**config.mk**
```make
export PLATFORM = sky130hd
export DESIGN_NAME = umaf_top
export DESIGN_NICKNAME = d
export VERILOG_FILES = /design/src/hw/umaf_pkg.sv /design/src/hw/umaf_match.sv /design/src/hw/umaf_top.sv
export SDC_FILE = /design/constraint.sdc
export NUM_CORES = 1
export LEC_CHECK = 0
export BUFFER_PORTS_ARGS = -buffer_cell sky130_fd_sc_hd__buf_2
export CAP_MARGIN = 20
export CORE_MARGIN = 2
export CORE_UTILIZATION = 50
export CTS_CLUSTER_DIAMETER = 100
export DETAILED_ROUTE_END_ITERATION = 7
export HOLD_SLACK_MARGIN = 0.06
export PLACE_DENSITY_LB_ADDON = 0.2
export RECOVER_POWER = 50
export SYNTH_ARGS = -nofsm -noshare
export SYNTH_HDL_FRONTEND = slang
export SYNTH_SLANG_ARGS = --single-unit
```
**constraint.sdc**
```tcl
create_clock -name aclk -period 2.3 [get_ports aclk]
set_input_delay 0.23 -clock aclk [delete_from_list [all_inputs] [get_ports aclk]]
set_output_delay 0.23 -clock aclk [all_outputs]
set_load 0.02 [all_outputs]
```
**src/hw/umaf_pkg.sv**
```systemverilog
// Constants, types and register map of the multiprocessor address filter
package umaf_pkg;

   // Register indices; byte address is four times the index
   localparam logic [7:0] UMAF_IDX_CTRL               = 8'h00;
   localparam logic [7:0] UMAF_IDX_STAT               = 8'h01;
   localparam logic [7:0] UMAF_IDX_RXBUF              = 8'h02;
   localparam logic [7:0] UMAF_IDX_EVT                = 8'h03;
   localparam logic [7:0] UMAF_IDX_EVT_MASK           = 8'h04;
   localparam logic [7:0] UMAF_IDX_SLAVE_ADDRESS      = 8'ha9;
   localparam logic [7:0] UMAF_IDX_SLAVE_ADDRESS_MASK = 8'hb9;

   // Index field inside a byte address
   localparam int UMAF_IDX_LSB = 2;
   localparam int UMAF_IDX_MSB = 9;

   // Control register fields
   localparam int UMAF_CTRL_MODE_LSB = 0;
   localparam int UMAF_CTRL_MODE_MSB = 1;
   localparam int UMAF_CTRL_AFE_BIT  = 2;
   localparam int UMAF_CTRL_TNB_BIT  = 3;
   localparam logic [7:0] UMAF_CTRL_WMASK = 8'h0f;

   // Receive status register fields
   localparam int UMAF_STAT_RCF_BIT = 0;
   localparam int UMAF_STAT_RNB_BIT = 1;

   // Event status and mask fields
   localparam int UMAF_EVT_W        = 3;
   localparam int UMAF_EVT_ACC_BIT  = 0;
   localparam int UMAF_EVT_LOST_BIT = 1;
   localparam int UMAF_EVT_FILT_BIT = 2;

   // Reset values
   localparam logic [7:0] UMAF_RST_CTRL               = 8'h00;
   localparam logic [7:0] UMAF_RST_SLAVE_ADDRESS      = 8'h00;
   localparam logic [7:0] UMAF_RST_SLAVE_ADDRESS_MASK = 8'h00;
   localparam logic [7:0] UMAF_RST_EVT_MASK           = 8'h00;
   localparam logic [7:0] UMAF_RST_RXBUF              = 8'h00;

   // AXI responses
   localparam logic [1:0] UMAF_RESP_OKAY   = 2'b00;
   localparam logic [1:0] UMAF_RESP_SLVERR = 2'b10;

   // Serial port modes
   typedef enum logic [1:0] {
      UMAF_MODE_SYNC     = 2'b00,
      UMAF_MODE_ASYNC10  = 2'b01,
      UMAF_MODE_ASYNC11F = 2'b10,
      UMAF_MODE_ASYNC11V = 2'b11
   } umaf_mode_e;

   // One finished frame from the receive shifter
   typedef struct packed {
      logic       valid;
      logic [7:0] data;
      logic       ninth;
   } umaf_rx_s;

endpackage : umaf_pkg

```
**src/hw/umaf_match.sv**
```systemverilog
// Masked byte comparator used for given and broadcast addresses
`timescale 1ns/1ps
module umaf_match #(
   parameter int W = 8
) (
   // Compare operands
   input  wire logic [W-1:0] byte_in,
   input  wire logic [W-1:0] ref_addr,
   input  wire logic [W-1:0] care_mask,
   // Result
   output wire logic         hit
);

   // Zero mask bits are don't-care positions
   assign hit = ((byte_in ^ ref_addr) & care_mask) == '0;

endmodule : umaf_match

```
**src/hw/umaf_top.sv**
```systemverilog
// Multiprocessor address filter with AXI4-Lite register slave
//
// Operation
// - Filter works on the ninth frame bit in both 9-bit async modes.
// - Ninth bit one marks an address byte, zero marks a data byte.
// - With filter on, flag is set only on given or broadcast match.
// - With filter off, flag is set for every complete frame.
// - In 10-bit mode stop bit acts as ninth bit; needs one and match.
// - Given address is slave address, compared where mask bit is one.
// - Broadcast address is address OR mask; its zeros are don't-care.
// - Address and mask registers sit at indices a9 and b9.
// - Both address registers reset to zero, so everything matches.
// - Ninth bit received is stored; transmit ninth bit is driven out.
// - Load only when flag clear and filter off or ninth bit one.
`timescale 1ns/1ps
module umaf_top
   import umaf_pkg::*;
#(
   parameter int AW = 12
) (
   // Clock and reset
   input  wire logic          aclk,
   input  wire logic          aresetn,
   // AXI4-Lite write address
   input  wire logic [AW-1:0] awaddr,
   input  wire logic          awvalid,
   output wire logic          awready,
   // AXI4-Lite write data
   input  wire logic [31:0]   wdata,
   input  wire logic [3:0]    wstrb,
   input  wire logic          wvalid,
   output wire logic          wready,
   // AXI4-Lite write response
   output wire logic [1:0]    bresp,
   output wire logic          bvalid,
   input  wire logic          bready,
   // AXI4-Lite read address
   input  wire logic [AW-1:0] araddr,
   input  wire logic          arvalid,
   output wire logic          arready,
   // AXI4-Lite read data
   output wire logic [31:0]   rdata,
   output wire logic [1:0]    rresp,
   output wire logic          rvalid,
   input  wire logic          rready,
   // Frame from the receive shifter
   input  wire umaf_rx_s      rx_frame,
   // Serial port side outputs
   output wire logic [1:0]    serial_mode,
   output wire logic          transmit_ninth_bit,
   output wire logic          receive_complete_flag,
   output wire logic          received_ninth_bit,
   output wire logic [7:0]    rx_buffer,
   // Interrupt
   output wire logic          irq
);

   // Register state
   logic [7:0]            ctrl_q;
   logic [7:0]            slave_address_q;
   logic [7:0]            slave_address_mask_q;
   logic [7:0]            rx_buf_q;
   logic [7:0]            evt_mask_q;
   logic                  rcf_q;
   logic                  rnb_q;
   logic [UMAF_EVT_W-1:0] evt_q;
   logic [UMAF_EVT_W-1:0] evt_d;
   // Bus state
   logic                  aw_got_q;
   logic                  w_got_q;
   logic [AW-1:0]         awaddr_q;
   logic [7:0]            wbyte_q;
   logic                  wlane0_q;
   logic                  bvalid_q;
   logic [1:0]            bresp_q;
   logic                  rvalid_q;
   logic [31:0]           rdata_q;
   logic [1:0]            rresp_q;
   // Control fields
   umaf_mode_e            mode;
   logic                  filter_en;
   logic                  filter_on;
   // Write channel handshakes
   wire aw_fire = awvalid && awready;
   wire w_fire  = wvalid && wready;
   wire wr_fire = aw_got_q && w_got_q && !bvalid_q;
   assign awready = !aw_got_q && !bvalid_q;
   assign wready  = !w_got_q && !bvalid_q;
   assign bvalid  = bvalid_q;
   assign bresp   = bresp_q;
   // Write address decode on the held address
   wire [7:0] wr_idx = awaddr_q[UMAF_IDX_MSB:UMAF_IDX_LSB];
   wire       wr_hi0 = awaddr_q[AW-1:UMAF_IDX_MSB+1] == '0;
   wire       wr_ctl = wr_hi0 && (wr_idx == UMAF_IDX_CTRL);
   wire       wr_sta = wr_hi0 && (wr_idx == UMAF_IDX_STAT);
   wire       wr_rxb = wr_hi0 && (wr_idx == UMAF_IDX_RXBUF);
   wire       wr_evt = wr_hi0 && (wr_idx == UMAF_IDX_EVT);
   wire       wr_emk = wr_hi0 && (wr_idx == UMAF_IDX_EVT_MASK);
   wire       wr_sad = wr_hi0 && (wr_idx == UMAF_IDX_SLAVE_ADDRESS);
   wire       wr_smk = wr_hi0 && (wr_idx == UMAF_IDX_SLAVE_ADDRESS_MASK);
   wire       wr_map = wr_ctl || wr_sta || wr_rxb || wr_evt
                       || wr_emk || wr_sad || wr_smk;
   // Byte lane 0 carries all register bits
   wire       wr_go  = wr_fire && wlane0_q;
   wire       rcf_clr = wr_go && wr_sta && wbyte_q[UMAF_STAT_RCF_BIT];

   // Read channel handshake and decode
   wire       ar_fire = arvalid && arready;
   wire [7:0] rd_idx  = araddr[UMAF_IDX_MSB:UMAF_IDX_LSB];
   wire       rd_hi0  = araddr[AW-1:UMAF_IDX_MSB+1] == '0;
   wire       rd_ctl  = rd_hi0 && (rd_idx == UMAF_IDX_CTRL);
   wire       rd_sta  = rd_hi0 && (rd_idx == UMAF_IDX_STAT);
   wire       rd_rxb  = rd_hi0 && (rd_idx == UMAF_IDX_RXBUF);
   wire       rd_evt  = rd_hi0 && (rd_idx == UMAF_IDX_EVT);
   wire       rd_emk  = rd_hi0 && (rd_idx == UMAF_IDX_EVT_MASK);
   wire       rd_sad  = rd_hi0 && (rd_idx == UMAF_IDX_SLAVE_ADDRESS);
   wire       rd_smk  = rd_hi0 && (rd_idx == UMAF_IDX_SLAVE_ADDRESS_MASK);
   wire       rd_map  = rd_ctl || rd_sta || rd_rxb || rd_evt
                        || rd_emk || rd_sad || rd_smk;
   wire       evt_clr = ar_fire && rd_evt;
   assign arready = !rvalid_q;
   assign rvalid  = rvalid_q;
   assign rdata   = rdata_q;
   assign rresp   = rresp_q;

   // Status byte as software sees it
   wire [7:0] stat_byte = 8'(({7'h00, rnb_q} << UMAF_STAT_RNB_BIT)
                            | ({7'h00, rcf_q} << UMAF_STAT_RCF_BIT));

   // Read data selection; unmapped reads return zero
   wire [7:0] rd_byte = rd_ctl ? ctrl_q :
                        rd_sta ? stat_byte :
                        rd_rxb ? rx_buf_q :
                        rd_evt ? {{(8-UMAF_EVT_W){1'b0}}, evt_q} :
                        rd_emk ? evt_mask_q :
                        rd_sad ? slave_address_q :
                        rd_smk ? slave_address_mask_q :
                        8'h00;

   // Control field extraction
   assign mode      = umaf_mode_e'(ctrl_q[UMAF_CTRL_MODE_MSB:UMAF_CTRL_MODE_LSB]);
   assign filter_en = ctrl_q[UMAF_CTRL_AFE_BIT];

   // filter in async modes
   // Mode 0 has no ninth bit, so the filter bit has no effect there
   assign filter_on = filter_en && (mode != UMAF_MODE_SYNC);

   // Address comparators
   logic given_hit;
   logic bcast_hit;
   logic addr_match;
   logic [7:0] bcast_care;

   assign bcast_care = slave_address_q | slave_address_mask_q;

   umaf_match #(
      .W         (8)
   ) u_given (
      .byte_in   (rx_frame.data),
      .ref_addr  (slave_address_q),
      .care_mask (slave_address_mask_q),
      .hit       (given_hit)
   );

   umaf_match #(
      .W         (8)
   ) u_bcast (
      .byte_in   (rx_frame.data),
      .ref_addr  (8'hff),
      .care_mask (bcast_care),
      .hit       (bcast_hit)
   );

   assign addr_match = given_hit || bcast_hit;

   // Frame qualification
   logic frame_ok;
   logic rx_accept;
   logic rx_lost;
   logic rx_filtered;

   // stop bit stands in mode 1
   assign frame_ok = !filter_on || (rx_frame.ninth && addr_match);

   assign rx_accept   = rx_frame.valid && !rcf_q && frame_ok;
   assign rx_lost     = rx_frame.valid && rcf_q && frame_ok;
   assign rx_filtered = rx_frame.valid && !frame_ok;

   // New events this cycle
   wire [UMAF_EVT_W-1:0] evt_new =
      UMAF_EVT_W'(({2'b00, rx_accept}   << UMAF_EVT_ACC_BIT)
                | ({2'b00, rx_lost}     << UMAF_EVT_LOST_BIT)
                | ({2'b00, rx_filtered} << UMAF_EVT_FILT_BIT));

   // Read clears the sticky bits, a new event in that cycle survives
   assign evt_d = (evt_clr ? '0 : evt_q) | evt_new;

   // Outputs to the serial port
   assign serial_mode           = ctrl_q[UMAF_CTRL_MODE_MSB:UMAF_CTRL_MODE_LSB];
   assign receive_complete_flag = rcf_q;
   assign received_ninth_bit    = rnb_q;
   assign rx_buffer             = rx_buf_q;

   assign transmit_ninth_bit    = ctrl_q[UMAF_CTRL_TNB_BIT];

   // One level interrupt from unmasked sticky events
   assign irq = |(evt_q & evt_mask_q[UMAF_EVT_W-1:0]);

   // Write address capture; address held until the response is issued
   always_ff @(posedge aclk)
   begin
      if (!aresetn)
      begin
         aw_got_q <= 1'b0;
         awaddr_q <= '0;
      end
      else if (aw_fire)
      begin
         aw_got_q <= 1'b1;
         awaddr_q <= awaddr;
      end
      else if (wr_fire)
         aw_got_q <= 1'b0;
   end

   // Write data capture, independent of the address; upper lanes ignored
   always_ff @(posedge aclk)
   begin
      if (!aresetn)
      begin
         w_got_q  <= 1'b0;
         wbyte_q  <= 8'h00;
         wlane0_q <= 1'b0;
      end
      else if (w_fire)
      begin
         w_got_q  <= 1'b1;
         wbyte_q  <= wdata[7:0];
         wlane0_q <= wstrb[0];
      end
      else if (wr_fire)
         w_got_q <= 1'b0;
   end

   // Write response, one per completed address and data pair
   always_ff @(posedge aclk)
   begin
      if (!aresetn)
      begin
         bvalid_q <= 1'b0;
         bresp_q  <= UMAF_RESP_OKAY;
      end
      else if (wr_fire)
      begin
         bvalid_q <= 1'b1;
         bresp_q  <= wr_map ? UMAF_RESP_OKAY : UMAF_RESP_SLVERR;
      end
      else if (bready)
         bvalid_q <= 1'b0;
   end

   // Read response; a new read is refused until this one is taken
   always_ff @(posedge aclk)
   begin
      if (!aresetn)
      begin
         rvalid_q <= 1'b0;
         rdata_q  <= 32'h0000_0000;
         rresp_q  <= UMAF_RESP_OKAY;
      end
      else if (ar_fire)
      begin
         rvalid_q <= 1'b1;
         rdata_q  <= {24'h00_0000, rd_byte};
         rresp_q  <= rd_map ? UMAF_RESP_OKAY : UMAF_RESP_SLVERR;
      end
      else if (rready)
         rvalid_q <= 1'b0;
   end

   // Control and interrupt mask; reserved control bits stay zero
   // software drops the filter bit
   always_ff @(posedge aclk)
   begin
      if (!aresetn)
      begin
         ctrl_q     <= UMAF_RST_CTRL;
         evt_mask_q <= UMAF_RST_EVT_MASK;
      end
      else
      begin
         if (wr_go && wr_ctl)
            ctrl_q <= wbyte_q & UMAF_CTRL_WMASK;
         if (wr_go && wr_emk)
            evt_mask_q <= wbyte_q;
      end
   end

   // address registers at a9 and b9
   always_ff @(posedge aclk)
   begin
      if (!aresetn)
      begin
         slave_address_q      <= UMAF_RST_SLAVE_ADDRESS;
         slave_address_mask_q <= UMAF_RST_SLAVE_ADDRESS_MASK;
      end
      else
      begin
         if (wr_go && wr_sad)
            slave_address_q <= wbyte_q;
         if (wr_go && wr_smk)
            slave_address_mask_q <= wbyte_q;
      end
   end

   // flag set on accepted frame
   // Set beats a software clear in the same cycle
   always_ff @(posedge aclk)
   begin
      if (!aresetn)
         rcf_q <= 1'b0;
      else if (rx_accept)
         rcf_q <= 1'b1;
      else if (rcf_clr)
         rcf_q <= 1'b0;
   end

   // store received ninth bit
   // Mode 0 frames carry no ninth bit, so the old value is kept
   always_ff @(posedge aclk)
   begin
      if (!aresetn)
      begin
         rnb_q    <= 1'b0;
         rx_buf_q <= UMAF_RST_RXBUF;
      end
      else if (rx_accept)
      begin
         rx_buf_q <= rx_frame.data;
         if (mode != UMAF_MODE_SYNC)
            rnb_q <= rx_frame.ninth;
      end
   end

   // Sticky event status
   always_ff @(posedge aclk)
   begin
      if (!aresetn)
         evt_q <= '0;
      else
         evt_q <= evt_d;
   end

endmodule : umaf_top

```
==> metrics.cfg, run 1 <==
[global_route]
grt_pass1_vias = 2775
grtUsageTotal = 0.203
antenna_found_initial = 0
grt_pass1_wl_um = 13500
grt_overflow_total = 0
grt_max_degree = 51

[clock_network]
cts_num_sinks = 74
cts_hold_buffers = 0
cts-root-buf = clkbuf_8
insertion_delay_ns = 0.34
cts.reportedPaths.clkPinSlew_ns = 0.08
clockBufferDepth = 2
postCtsSetupRepairBufs = 0
cts_tree = done
cts_resized = 0
numCtsBuffers = 9
htreeDepth = 3

[synthesis]
avgSynthCellArea_um2 = 9.03
synth-main-ff-cell = dfxtp_1
synth_edf_count = 0
ys_ff_latch = 74
synth_area_um2 = 3780
synth_seq_area_share = 0.392
synth-warning-count = 0
synth_cell_types = 55
synthArstFlopShare = 0
syn_inst = 418

[place]
placed_area_um2 = 4090
dp.cells = 572
gp_congestion = 0.895
io_buffers = 74
dp_hpwl_um = 6050

[sta]
slew_viol_final = 0
worst_pin_slew_ns = 0.734
fmax_ghz = 0.502
fin_crit_sh = 0.866
fin_skew_ns = 0.00625
setup-tns-final_ns = 0
layout_min_cycle_time_ns = 1.99
max-slew-margin-rel = 0.510
rsz0062_at_grt = false
whs_ns = 0.132
finalHoldViolCount = 0
setup_violations = 0

[pwr]
combPwrFrac = 0.127
powerDensity_nw_per_um2 = 646
swShare = 0.265
vdd_ir_drop_max_uv = 328
p_leak_nw = 1.71
seqPwrFrac = 0.500
clkPwrFrac = 0.373
power.switching_mw = 0.731
power.internal_mw = 2.02

[setup_path]
reg2reg_slack_ns = 0.31
crit_arrival_ns = 2.23
crit_type = flip-flop to flip-flop
r2r_end = rx_buffer[7]
rr_worst_depth = 7
worst_setup_path_end_kind = flip-flop
critPathMaxFanout = 7
start_kind = flip-flop
rr_startpoint = slave_address_q[5]
crit_chain = xor2_1, a22oi_1, and4_1, a31oi_2, buf_4, mux2i_1, nor2b_1
max_stage_delay_ns = 0.41
crit_required_ns = 2.54
cpMaxStageDelayCell = dfxtp_1

[drt]
via_count = 3009
wl_per_cell_um = 13.8
drc_errors = 0
drtIter0Drc = 127
dr.pass1.iters = 4
wl_um = 8110
vias_per_cell = 5.12
antenna_left = 0

[min_path]
holdPathStages = 3
min_path_type = primary input to flip-flop
hp-start = awaddr[7]
hold_end = awaddr_q[7]

[layout]
final_layout_size_suffix_gt1_frac = 0.157
diodes = 0
fin_area_um2 = 4260
fin_nets = 561
finalNonFillerCells = 588
mostFrequentLayoutCell = dfxtp_1
layout.cells.most_common_list = dfxtp_1, nand2_1, mux2i_1
area_growth_pct = 12.9
post-route-util = 0.584

[die]
io_pins = 132
die_h_um = 90.9
rows = 31
initial_core_util = 0.518
fp.dieW_um = 90.9
coreArea_um2 = 7290
die_area_um2 = 8260

[run]
drv_cap = 0

[outcome]
outcome = completed

==> stage by stage <==
stage | setup slack, ns | power, mW
2_1_floorplan | 0.655 | 1.68
5_1_grt | 0.141 | 2.88
4_1_cts | 0.305 | 2.79
3_3_place_gp | 0.396 | 1.76
3_5_place_dp | 0.330 | 1.76
6_report | 0.307 | 2.75
==> Yosys cell counts (3+ instances only) <==
| cell | count | area share |
|---|---|---|
| xor2_1 | 8 | 0.019 |
| nand2_1 | 61 | 0.061 |
| o21ai_0 | 14 | 0.019 |
| mux2i_1 | 47 | 0.12 |
| a22oi_1 | 9 | 0.018 |
| inv_1 | 7 | 0.0070 |
| nand3_1 | 3 | 0.0040 |
| clkbuf_1 | 12 | 0.012 |
| nor2_1 | 14 | 0.014 |
| buf_2 | 3 | 0.0040 |
| nor2_2 | 3 | 0.0050 |
| o21bai_1 | 7 | 0.014 |
| dfxtp_1 | 74 | 0.39 |
| buf_4 | 31 | 0.062 |
| a21boi_0 | 24 | 0.048 |
| a21boi_1 | 5 | 0.0099 |
| and2_1 | 3 | 0.0050 |
| o22ai_1 | 3 | 0.0050 |
| nor3_1 | 3 | 0.0040 |
| nor2b_1 | 41 | 0.068 |
==> worst max-delay path, delay by kind of cell (launching register included) <==
family                    cells  cell delay (ns)
AOI/OAI and AO/OA             2             0.50
buffers and inverters         1             0.26
xor gates and xnor gates      1             0.17
muxes                         1             0.22
and+or+nand+nor               2             0.32
DFF                           1             0.41
==> sequential cells by signal (all words and copies together) (netlist names) <==
signal and cells:
awaddr_q 10, evt_mask_q 8, rdata 8, rx_buffer 8, slave_address_mask_q 8, slave_address_q 8
wbyte_q 8, ctrl_q 4, evt_q 3, aw_got_q 1, bresp 1, bvalid 1
receive_complete_flag 1, received_ninth_bit 1, rresp 1, rvalid 1, w_got_q 1, wlane0_q 1
==> routing by layer <==
metal	part of all wire	GRT usage	vias to the layer above
met3	0.046	0.0292	9
met5	0	0	-
met1	0.48	0.267	1380
met2	0.46	0.334	87
li1	-	-	1533
met4	0.015	0.0833	0
==> power groups by stage <==
| stage | Combinational [mW] | Clock, mW | Sequential, mW |
|---|---|---|---|
| 6_report | 0.350 | 1.03 | 1.38 |
| 3_5_place_dp | 0.357 | 0 | 1.41 |
| 4_1_cts | 0.359 | 1.05 | 1.38 |
| 3_3_place_gp | 0.351 | 0 | 1.40 |
| 5_1_grt | 0.390 | 1.11 | 1.38 |
| 2_1_floorplan | 0.264 | 0 | 1.42 |
==> worst max path at each step <==
stage,start,end,slack (ns)
global route,slave_address_q[7],rx_buffer[6],0.14
CTS,slave_address_q[7],rx_buffer[7],0.30
detailed placement,slave_address_q[7],rx_buffer[7],0.33
floorplan,bvalid,slave_address_mask_q[0],0.65
finish,slave_address_q[5],rx_buffer[7],0.31
global placement,slave_address_q[7],rx_buffer[7],0.40
==> logic make-up (layout without fill, tap and decap cells) <==
family | after synthesis | in the layout | synth area share
simple gates | 148 | 148 | 0.205
compound gates | 84 | 84 | 0.161
flops | 74 | 74 | 0.392
buf+inv | 55 | 101 | 0.0905
mux | 48 | 48 | 0.132
xor+xnor | 8 | 8 | 0.0186
other cells | 1 | 26 | 0.000993
==> area by class of cell <==
| cell class | instances | area (um2) |
|---|---|---|
| fill | 696 | 3030 |
| multi-input combinational | 314 | 2050 |
| sequential | 74 | 1480 |
| timing repair buffer | 78 | 378 |
| clock buffer | 12 | 155 |
| tap | 99 | 124 |
| clock inverter | 4 | 50.0 |
| inverter | 7 | 26.3 |
Power figures use the tool's default switching activity.
==> run 2: changes to the inputs <==
--- a/config.mk
+++ b/config.mk
@@ -8,8 +8,7 @@
 export BUFFER_PORTS_ARGS = -buffer_cell sky130_fd_sc_hd__buf_2
 export CAP_MARGIN = 20
 export CORE_MARGIN = 2
-export CORE_UTILIZATION = 50
-export CTS_CLUSTER_DIAMETER = 100
+export CORE_UTILIZATION = 40
 export DETAILED_ROUTE_END_ITERATION = 7
 export HOLD_SLACK_MARGIN = 0.06
 export PLACE_DENSITY_LB_ADDON = 0.2
==> constraint.sdc (replaced) <==
create_clock -name aclk -period 1.8 [get_ports aclk]
set_input_delay 0.18 -clock aclk [delete_from_list [all_inputs] [get_ports aclk]]
set_output_delay 0.18 -clock aclk [all_outputs]
set_load 0.02 [all_outputs]
==> run 2 against run 1 <==
Combinational power increased by 42%; first-iteration DRC count decreased by 28%; register-to-register slack got worse by 0.23 ns; highest routed layer unchanged; global-route usage decreased by 2.5 points; maximum frequency increased by 16%; total power increased by 35%; sequential share of layout area decreased by 1.5 points; utilization decreased by 9.8 points; cell area increased by 5.0%; wire length increased by 11%; hold slack got worse by 0.056 ns; clock-buffer cell count decreased by 1.
==> metrics.cfg, run 2 (synthesized netlist as in run 1, its figures left out) <==
[outcome]
outcome = completed

[pwr]
swShare = 0.263
power.switching_mw = 0.980
seqPwrFrac = 0.470
clkPwrFrac = 0.397
combPwrFrac = 0.133
powerDensity_nw_per_um2 = 833
finalPower_mw = 3.73
power.internal_mw = 2.75
p_leak_nw = 1.81
vdd_ir_drop_max_uv = 393

[setup_path]
critPathMaxFanout = 8
crit_required_ns = 2.04
crit_type = flip-flop to flip-flop
max_stage_delay_ns = 0.55
crit_arrival_ns = 1.96
start_kind = flip-flop
cpMaxStageDelayCell = or4_4
crit_chain = or4_4, nor2_2, and3_1, buf_12, mux2i_1, nor2b_1
worst_setup_path_end_kind = flip-flop

[layout]
post-route-util = 0.487
diodes = 0
fin_nets = 576
layout.cells.most_common_list = dfxtp_1, nand2_1, mux2i_1
final_layout_size_suffix_gt1_frac = 0.193
largest_register_ffs = 10
fillCellCount = 901
mostFrequentLayoutCell = dfxtp_1
top_register = awaddr_q
multi_input_area_um2 = 2090
area_growth_pct = 18.5
seqCellArea_um2 = 1490
fin_area_um2 = 4480
finalNonFillerCells = 614

[clock_network]
numCtsBuffers = 9
clockBufferDepth = 2
cts_tree = done
htreeDepth = 3
cts_num_sinks = 74
cts.reportedPaths.clkPinSlew_ns = 0.08
cts-root-buf = clkbuf_8
cts_hold_buffers = 0
insertion_delay_ns = 0.34

[die]
rows = 35
fp.dieW_um = 101
io_pins = 132
die_area_um2 = 10200
coreArea_um2 = 9200
die_h_um = 101
initial_core_util = 0.411

[place]
dp_hpwl_um = 6610
placed_area_um2 = 4220
dp.cells = 598
gp_congestion = 0.763
io_buffers = 74

[sta]
fin_skew_ns = 0.00746
worst_pin_slew_ns = 0.514
layout_min_cycle_time_ns = 1.72
max-slew-margin-rel = 0.657
setup-tns-final_ns = 0
fin_crit_sh = 0.954
fmax_ghz = 0.582
finalHoldViolCount = 0
slew_viol_final = 0
setup_violations = 0

[drt]
wl_um = 8970
dr.pass1.iters = 4
drc_errors = 0
antenna_left = 0
vias_per_cell = 5.07
drtIter0Drc = 92
via_count = 3112
wl_per_cell_um = 14.6

[global_route]
grt_pass1_vias = 2832
grt_overflow_total = 0
antenna_found_initial = 0
grtUsageTotal = 0.178
grt_pass1_wl_um = 14200
grt_max_degree = 58

[min_path]
min_path_type = primary input to flip-flop

[run]
drv_cap = 0

==> run 2: stage by stage <==
step                hold slack (ns)  worst slack, ns
floorplan                     0.319            0.155
global placement              0.431           0.0744
CTS                          0.0662           0.0254
finish                       0.0761           0.0822
detailed placement            0.437           0.0293
global route                 0.0781          -0.0205
==> run 2: what timing repair did <==
item,4_1_cts,5_1_grt
resized for setup,0,13
setup endpoints to repair,0,29
buffers inserted,0,1
==> run 2: power groups by stage <==
| stage | Sequential, mW | Combinational (mW) | Clock (mW) |
|---|---|---|---|
| final | 1.75 | 0.497 | 1.48 |
| after global placement | 1.79 | 0.485 | 0 |
| after global routing | 1.76 | 0.551 | 1.59 |
| after detailed placement | 1.79 | 0.493 | 0 |
| after floorplan | 1.81 | 0.338 | 0 |
| after CTS | 1.75 | 0.495 | 1.51 |
==> run 2: path summary, 6_finish.rpt <==
check | startpoint | end | slack [ns] | depth (start not counted)
worst min register to register | rdata[0] | rdata[0] | 0.46 | 2
worst max register to register | awaddr_q[9] | evt_mask_q[5] | 0.08 | 6
worst max-delay path | awaddr_q[9] | evt_mask_q[5] | 0.08 | 6
worst min-delay path | wdata[7] | wbyte_q[7] | 0.08 | 3
==> run 2: critical path: cells and delay by family, from the launching register on <==
family / cells / cell delay, ns
buffers and inverters: 1 / 0.14
muxes: 1 / 0.20
DFF: 1 / 0.32
and+or+nand+nor: 4 / 0.95
==> run 2: cell type report <==
cell class / count / share of cell area
Sequential cell: 74 / 0.332
Clock buffer: 11 / 0.0338
Tap cell: 111 / 0.0310
Multi-Input combinational cell: 314 / 0.466
Inverter: 7 / 0.00587
Timing Repair Buffer: 93 / 0.114
Clock inverter: 4 / 0.0165
==> run 2: routing by layer <==
layer | up-vias | GRT usage | share of wire
li1 | 1557 | - | -
met1 | 1434 | 0.234 | 0.46
met2 | 112 | 0.295 | 0.46
met3 | 9 | 0.0297 | 0.062
met4 | 0 | 0.0686 | 0.013
met5 | - | 0 | 0
==> run 3: changes to the inputs <==
--- a/config.mk
+++ b/config.mk
@@ -5,9 +5,9 @@
 export SDC_FILE = /design/constraint.sdc
 export NUM_CORES = 1
 export LEC_CHECK = 0
-export BUFFER_PORTS_ARGS = -buffer_cell sky130_fd_sc_hd__buf_2
+export BUFFER_PORTS_ARGS = -buffer_cell sky130_fd_sc_hd__buf_4
 export CAP_MARGIN = 20
-export CORE_MARGIN = 2
+export CORE_MARGIN = 1
 export CORE_UTILIZATION = 40
 export DETAILED_ROUTE_END_ITERATION = 7
 export HOLD_SLACK_MARGIN = 0.06
==> run 3 against run 2 <==
The flow now finishes with violations (DRC); sequential share of layout area decreased by 0.64 points; via count decreased by 1.2%; hold slack improved by 0.0050 ns; critical path type unchanged; largest cell class unchanged.
==> metrics.cfg, run 3 (synthesized netlist as in run 1, its figures left out) <==
[clock_network]
cts_num_sinks = 74
cts.reportedPaths.clkPinSlew_ns = 0.08
numCtsBuffers = 9
cts_hold_buffers = 0
cts-root-buf = clkbuf_8
htreeDepth = 3
cts_tree = done
insertion_delay_ns = 0.35
clockBufferDepth = 2

[min_path]
hp-start = wdata[1]
hold_end = wbyte_q[1]
holdPathStages = 3
min_path_type = primary input to flip-flop

[sta]
setup-tns-final_ns = 0
rsz0062_at_grt = true
fmax_ghz = 0.589
fin_skew_ns = 0.0118
fin_crit_sh = 0.944
max-slew-margin-rel = 0.663
finalHoldViolCount = 0
layout_min_cycle_time_ns = 1.70
setup_slack_ns = 0.101
setup_violations = 0
worst_pin_slew_ns = 0.505
slew_viol_final = 0

[place]
io_buffers = 74
dp_hpwl_um = 6570
placed_area_um2 = 4390
gp_congestion = 0.817
pre_cts_slack_ns = 0.0249

[die]
coreArea_um2 = 9200
initial_core_util = 0.411
die_h_um = 99.2
die_area_um2 = 9830
io_pins = 132
fp.dieW_um = 99.2
rows = 35

[layout]
largest_register_ffs = 10
post-route-util = 0.498
layout.cells.most_common_list = dfxtp_1, nand2_1, buf_4
fillCellCount = 899
mostFrequentLayoutCell = dfxtp_1
fin_nets = 575
top_register = awaddr_q
diodes = 0
seqCellArea_um2 = 1490
final_layout_size_suffix_gt1_frac = 0.201
fin_area_um2 = 4580
area_growth_pct = 21.2
multi_input_area_um2 = 2070

[global_route]
antenna_found_initial = 0
grt_overflow_total = 0
grtUsageTotal = 0.182
grt_pass1_vias = 2831
grt_max_degree = 49
grt_pass1_wl_um = 14000

[setup_path]
crit_type = flip-flop to flip-flop
worst_setup_path_end_kind = flip-flop
rr_startpoint = slave_address_q[5]
crit_required_ns = 2.04
r2r_end = rx_buffer[4]
crit_arrival_ns = 1.94
rr_worst_depth = 7
start_kind = flip-flop
reg2reg_slack_ns = 0.10
critPathMaxFanout = 7

[drt]
wl_per_cell_um = 14.1
vias_per_cell = 5.01
drtIter0Drc = 129
antenna_left = 0
drc_errors = 2
via_count = 3076
wl_um = 8660
dr.pass1.iters = 6

[run]
drv_cap = 0

[pwr]
powerDensity_nw_per_um2 = 835
p_leak_nw = 1.84
vdd_ir_drop_max_uv = 385

[outcome]
violations = DRC
outcome = finished, violations left

run 3: critical path, cell delays in order (launching register included):
cell and delay, ns:
dfxtp_2 0.38, xor2_1 0.16, a22oi_1 0.10, and4_1 0.26, a31oi_2 0.27, buf_6 0.19
mux2i_1 0.20, nor2b_1 0.06
run 3: per-stage QoR:
stage	hold slack, ns	total power, mW	instances
3_3_place_gp	0.441	2.32	597
5_1_grt	0.0849	4.00	614
2_1_floorplan	0.319	2.15	443
3_5_place_dp	0.452	2.32	597
6_report	0.0811	3.82	614
4_1_cts	0.0703	3.88	613
run 3: layer usage:
metal  vias to the layer above  GRT usage  share of wire
li1                       1556          -              -
met1                      1405      0.238           0.46
met2                       106      0.298           0.47
met3                         9     0.0394          0.059
met4                         0     0.0622          0.012
met5                         -          0              0
run 3: report_power, final:
group          internal [mW]  switching [mW]
Combinational          0.218           0.289
Clock                  0.918           0.641
Sequential              1.70          0.0559
run 3: how the worst max path moves through the flow:
stage          slack [ns]  depth (start not counted)                       to                from
5_1_grt            -0.009                          7             rx_buffer[2]  slave_address_q[1]
3_5_place_dp         0.02                          7             rx_buffer[4]  slave_address_q[7]
3_3_place_gp         0.04                          7             rx_buffer[4]  slave_address_q[5]
4_1_cts              0.02                          7             rx_buffer[4]  slave_address_q[7]
2_1_floorplan        0.15                          5  slave_address_mask_q[0]              bvalid
6_report             0.10                          7             rx_buffer[4]  slave_address_q[5]
run 3: final cells by class:
| class | count | area share |
|---|---|---|
| Timing Repair Buffer | 92 | 0.133 |
| Clock buffer | 9 | 0.0271 |
| Tap cell | 111 | 0.0304 |
| Multi-Input combinational cell | 314 | 0.453 |
| Sequential cell | 74 | 0.326 |
| Inverter | 7 | 0.00574 |
| Clock inverter | 7 | 0.0257 |
run 3: timing repair:
item / CTS / global route
setup endpoints to repair: 0 / 28
setup buffers: 0 / 1
endpoints found under the hold margin: 0 / 0
resized for setup: 0 / 15
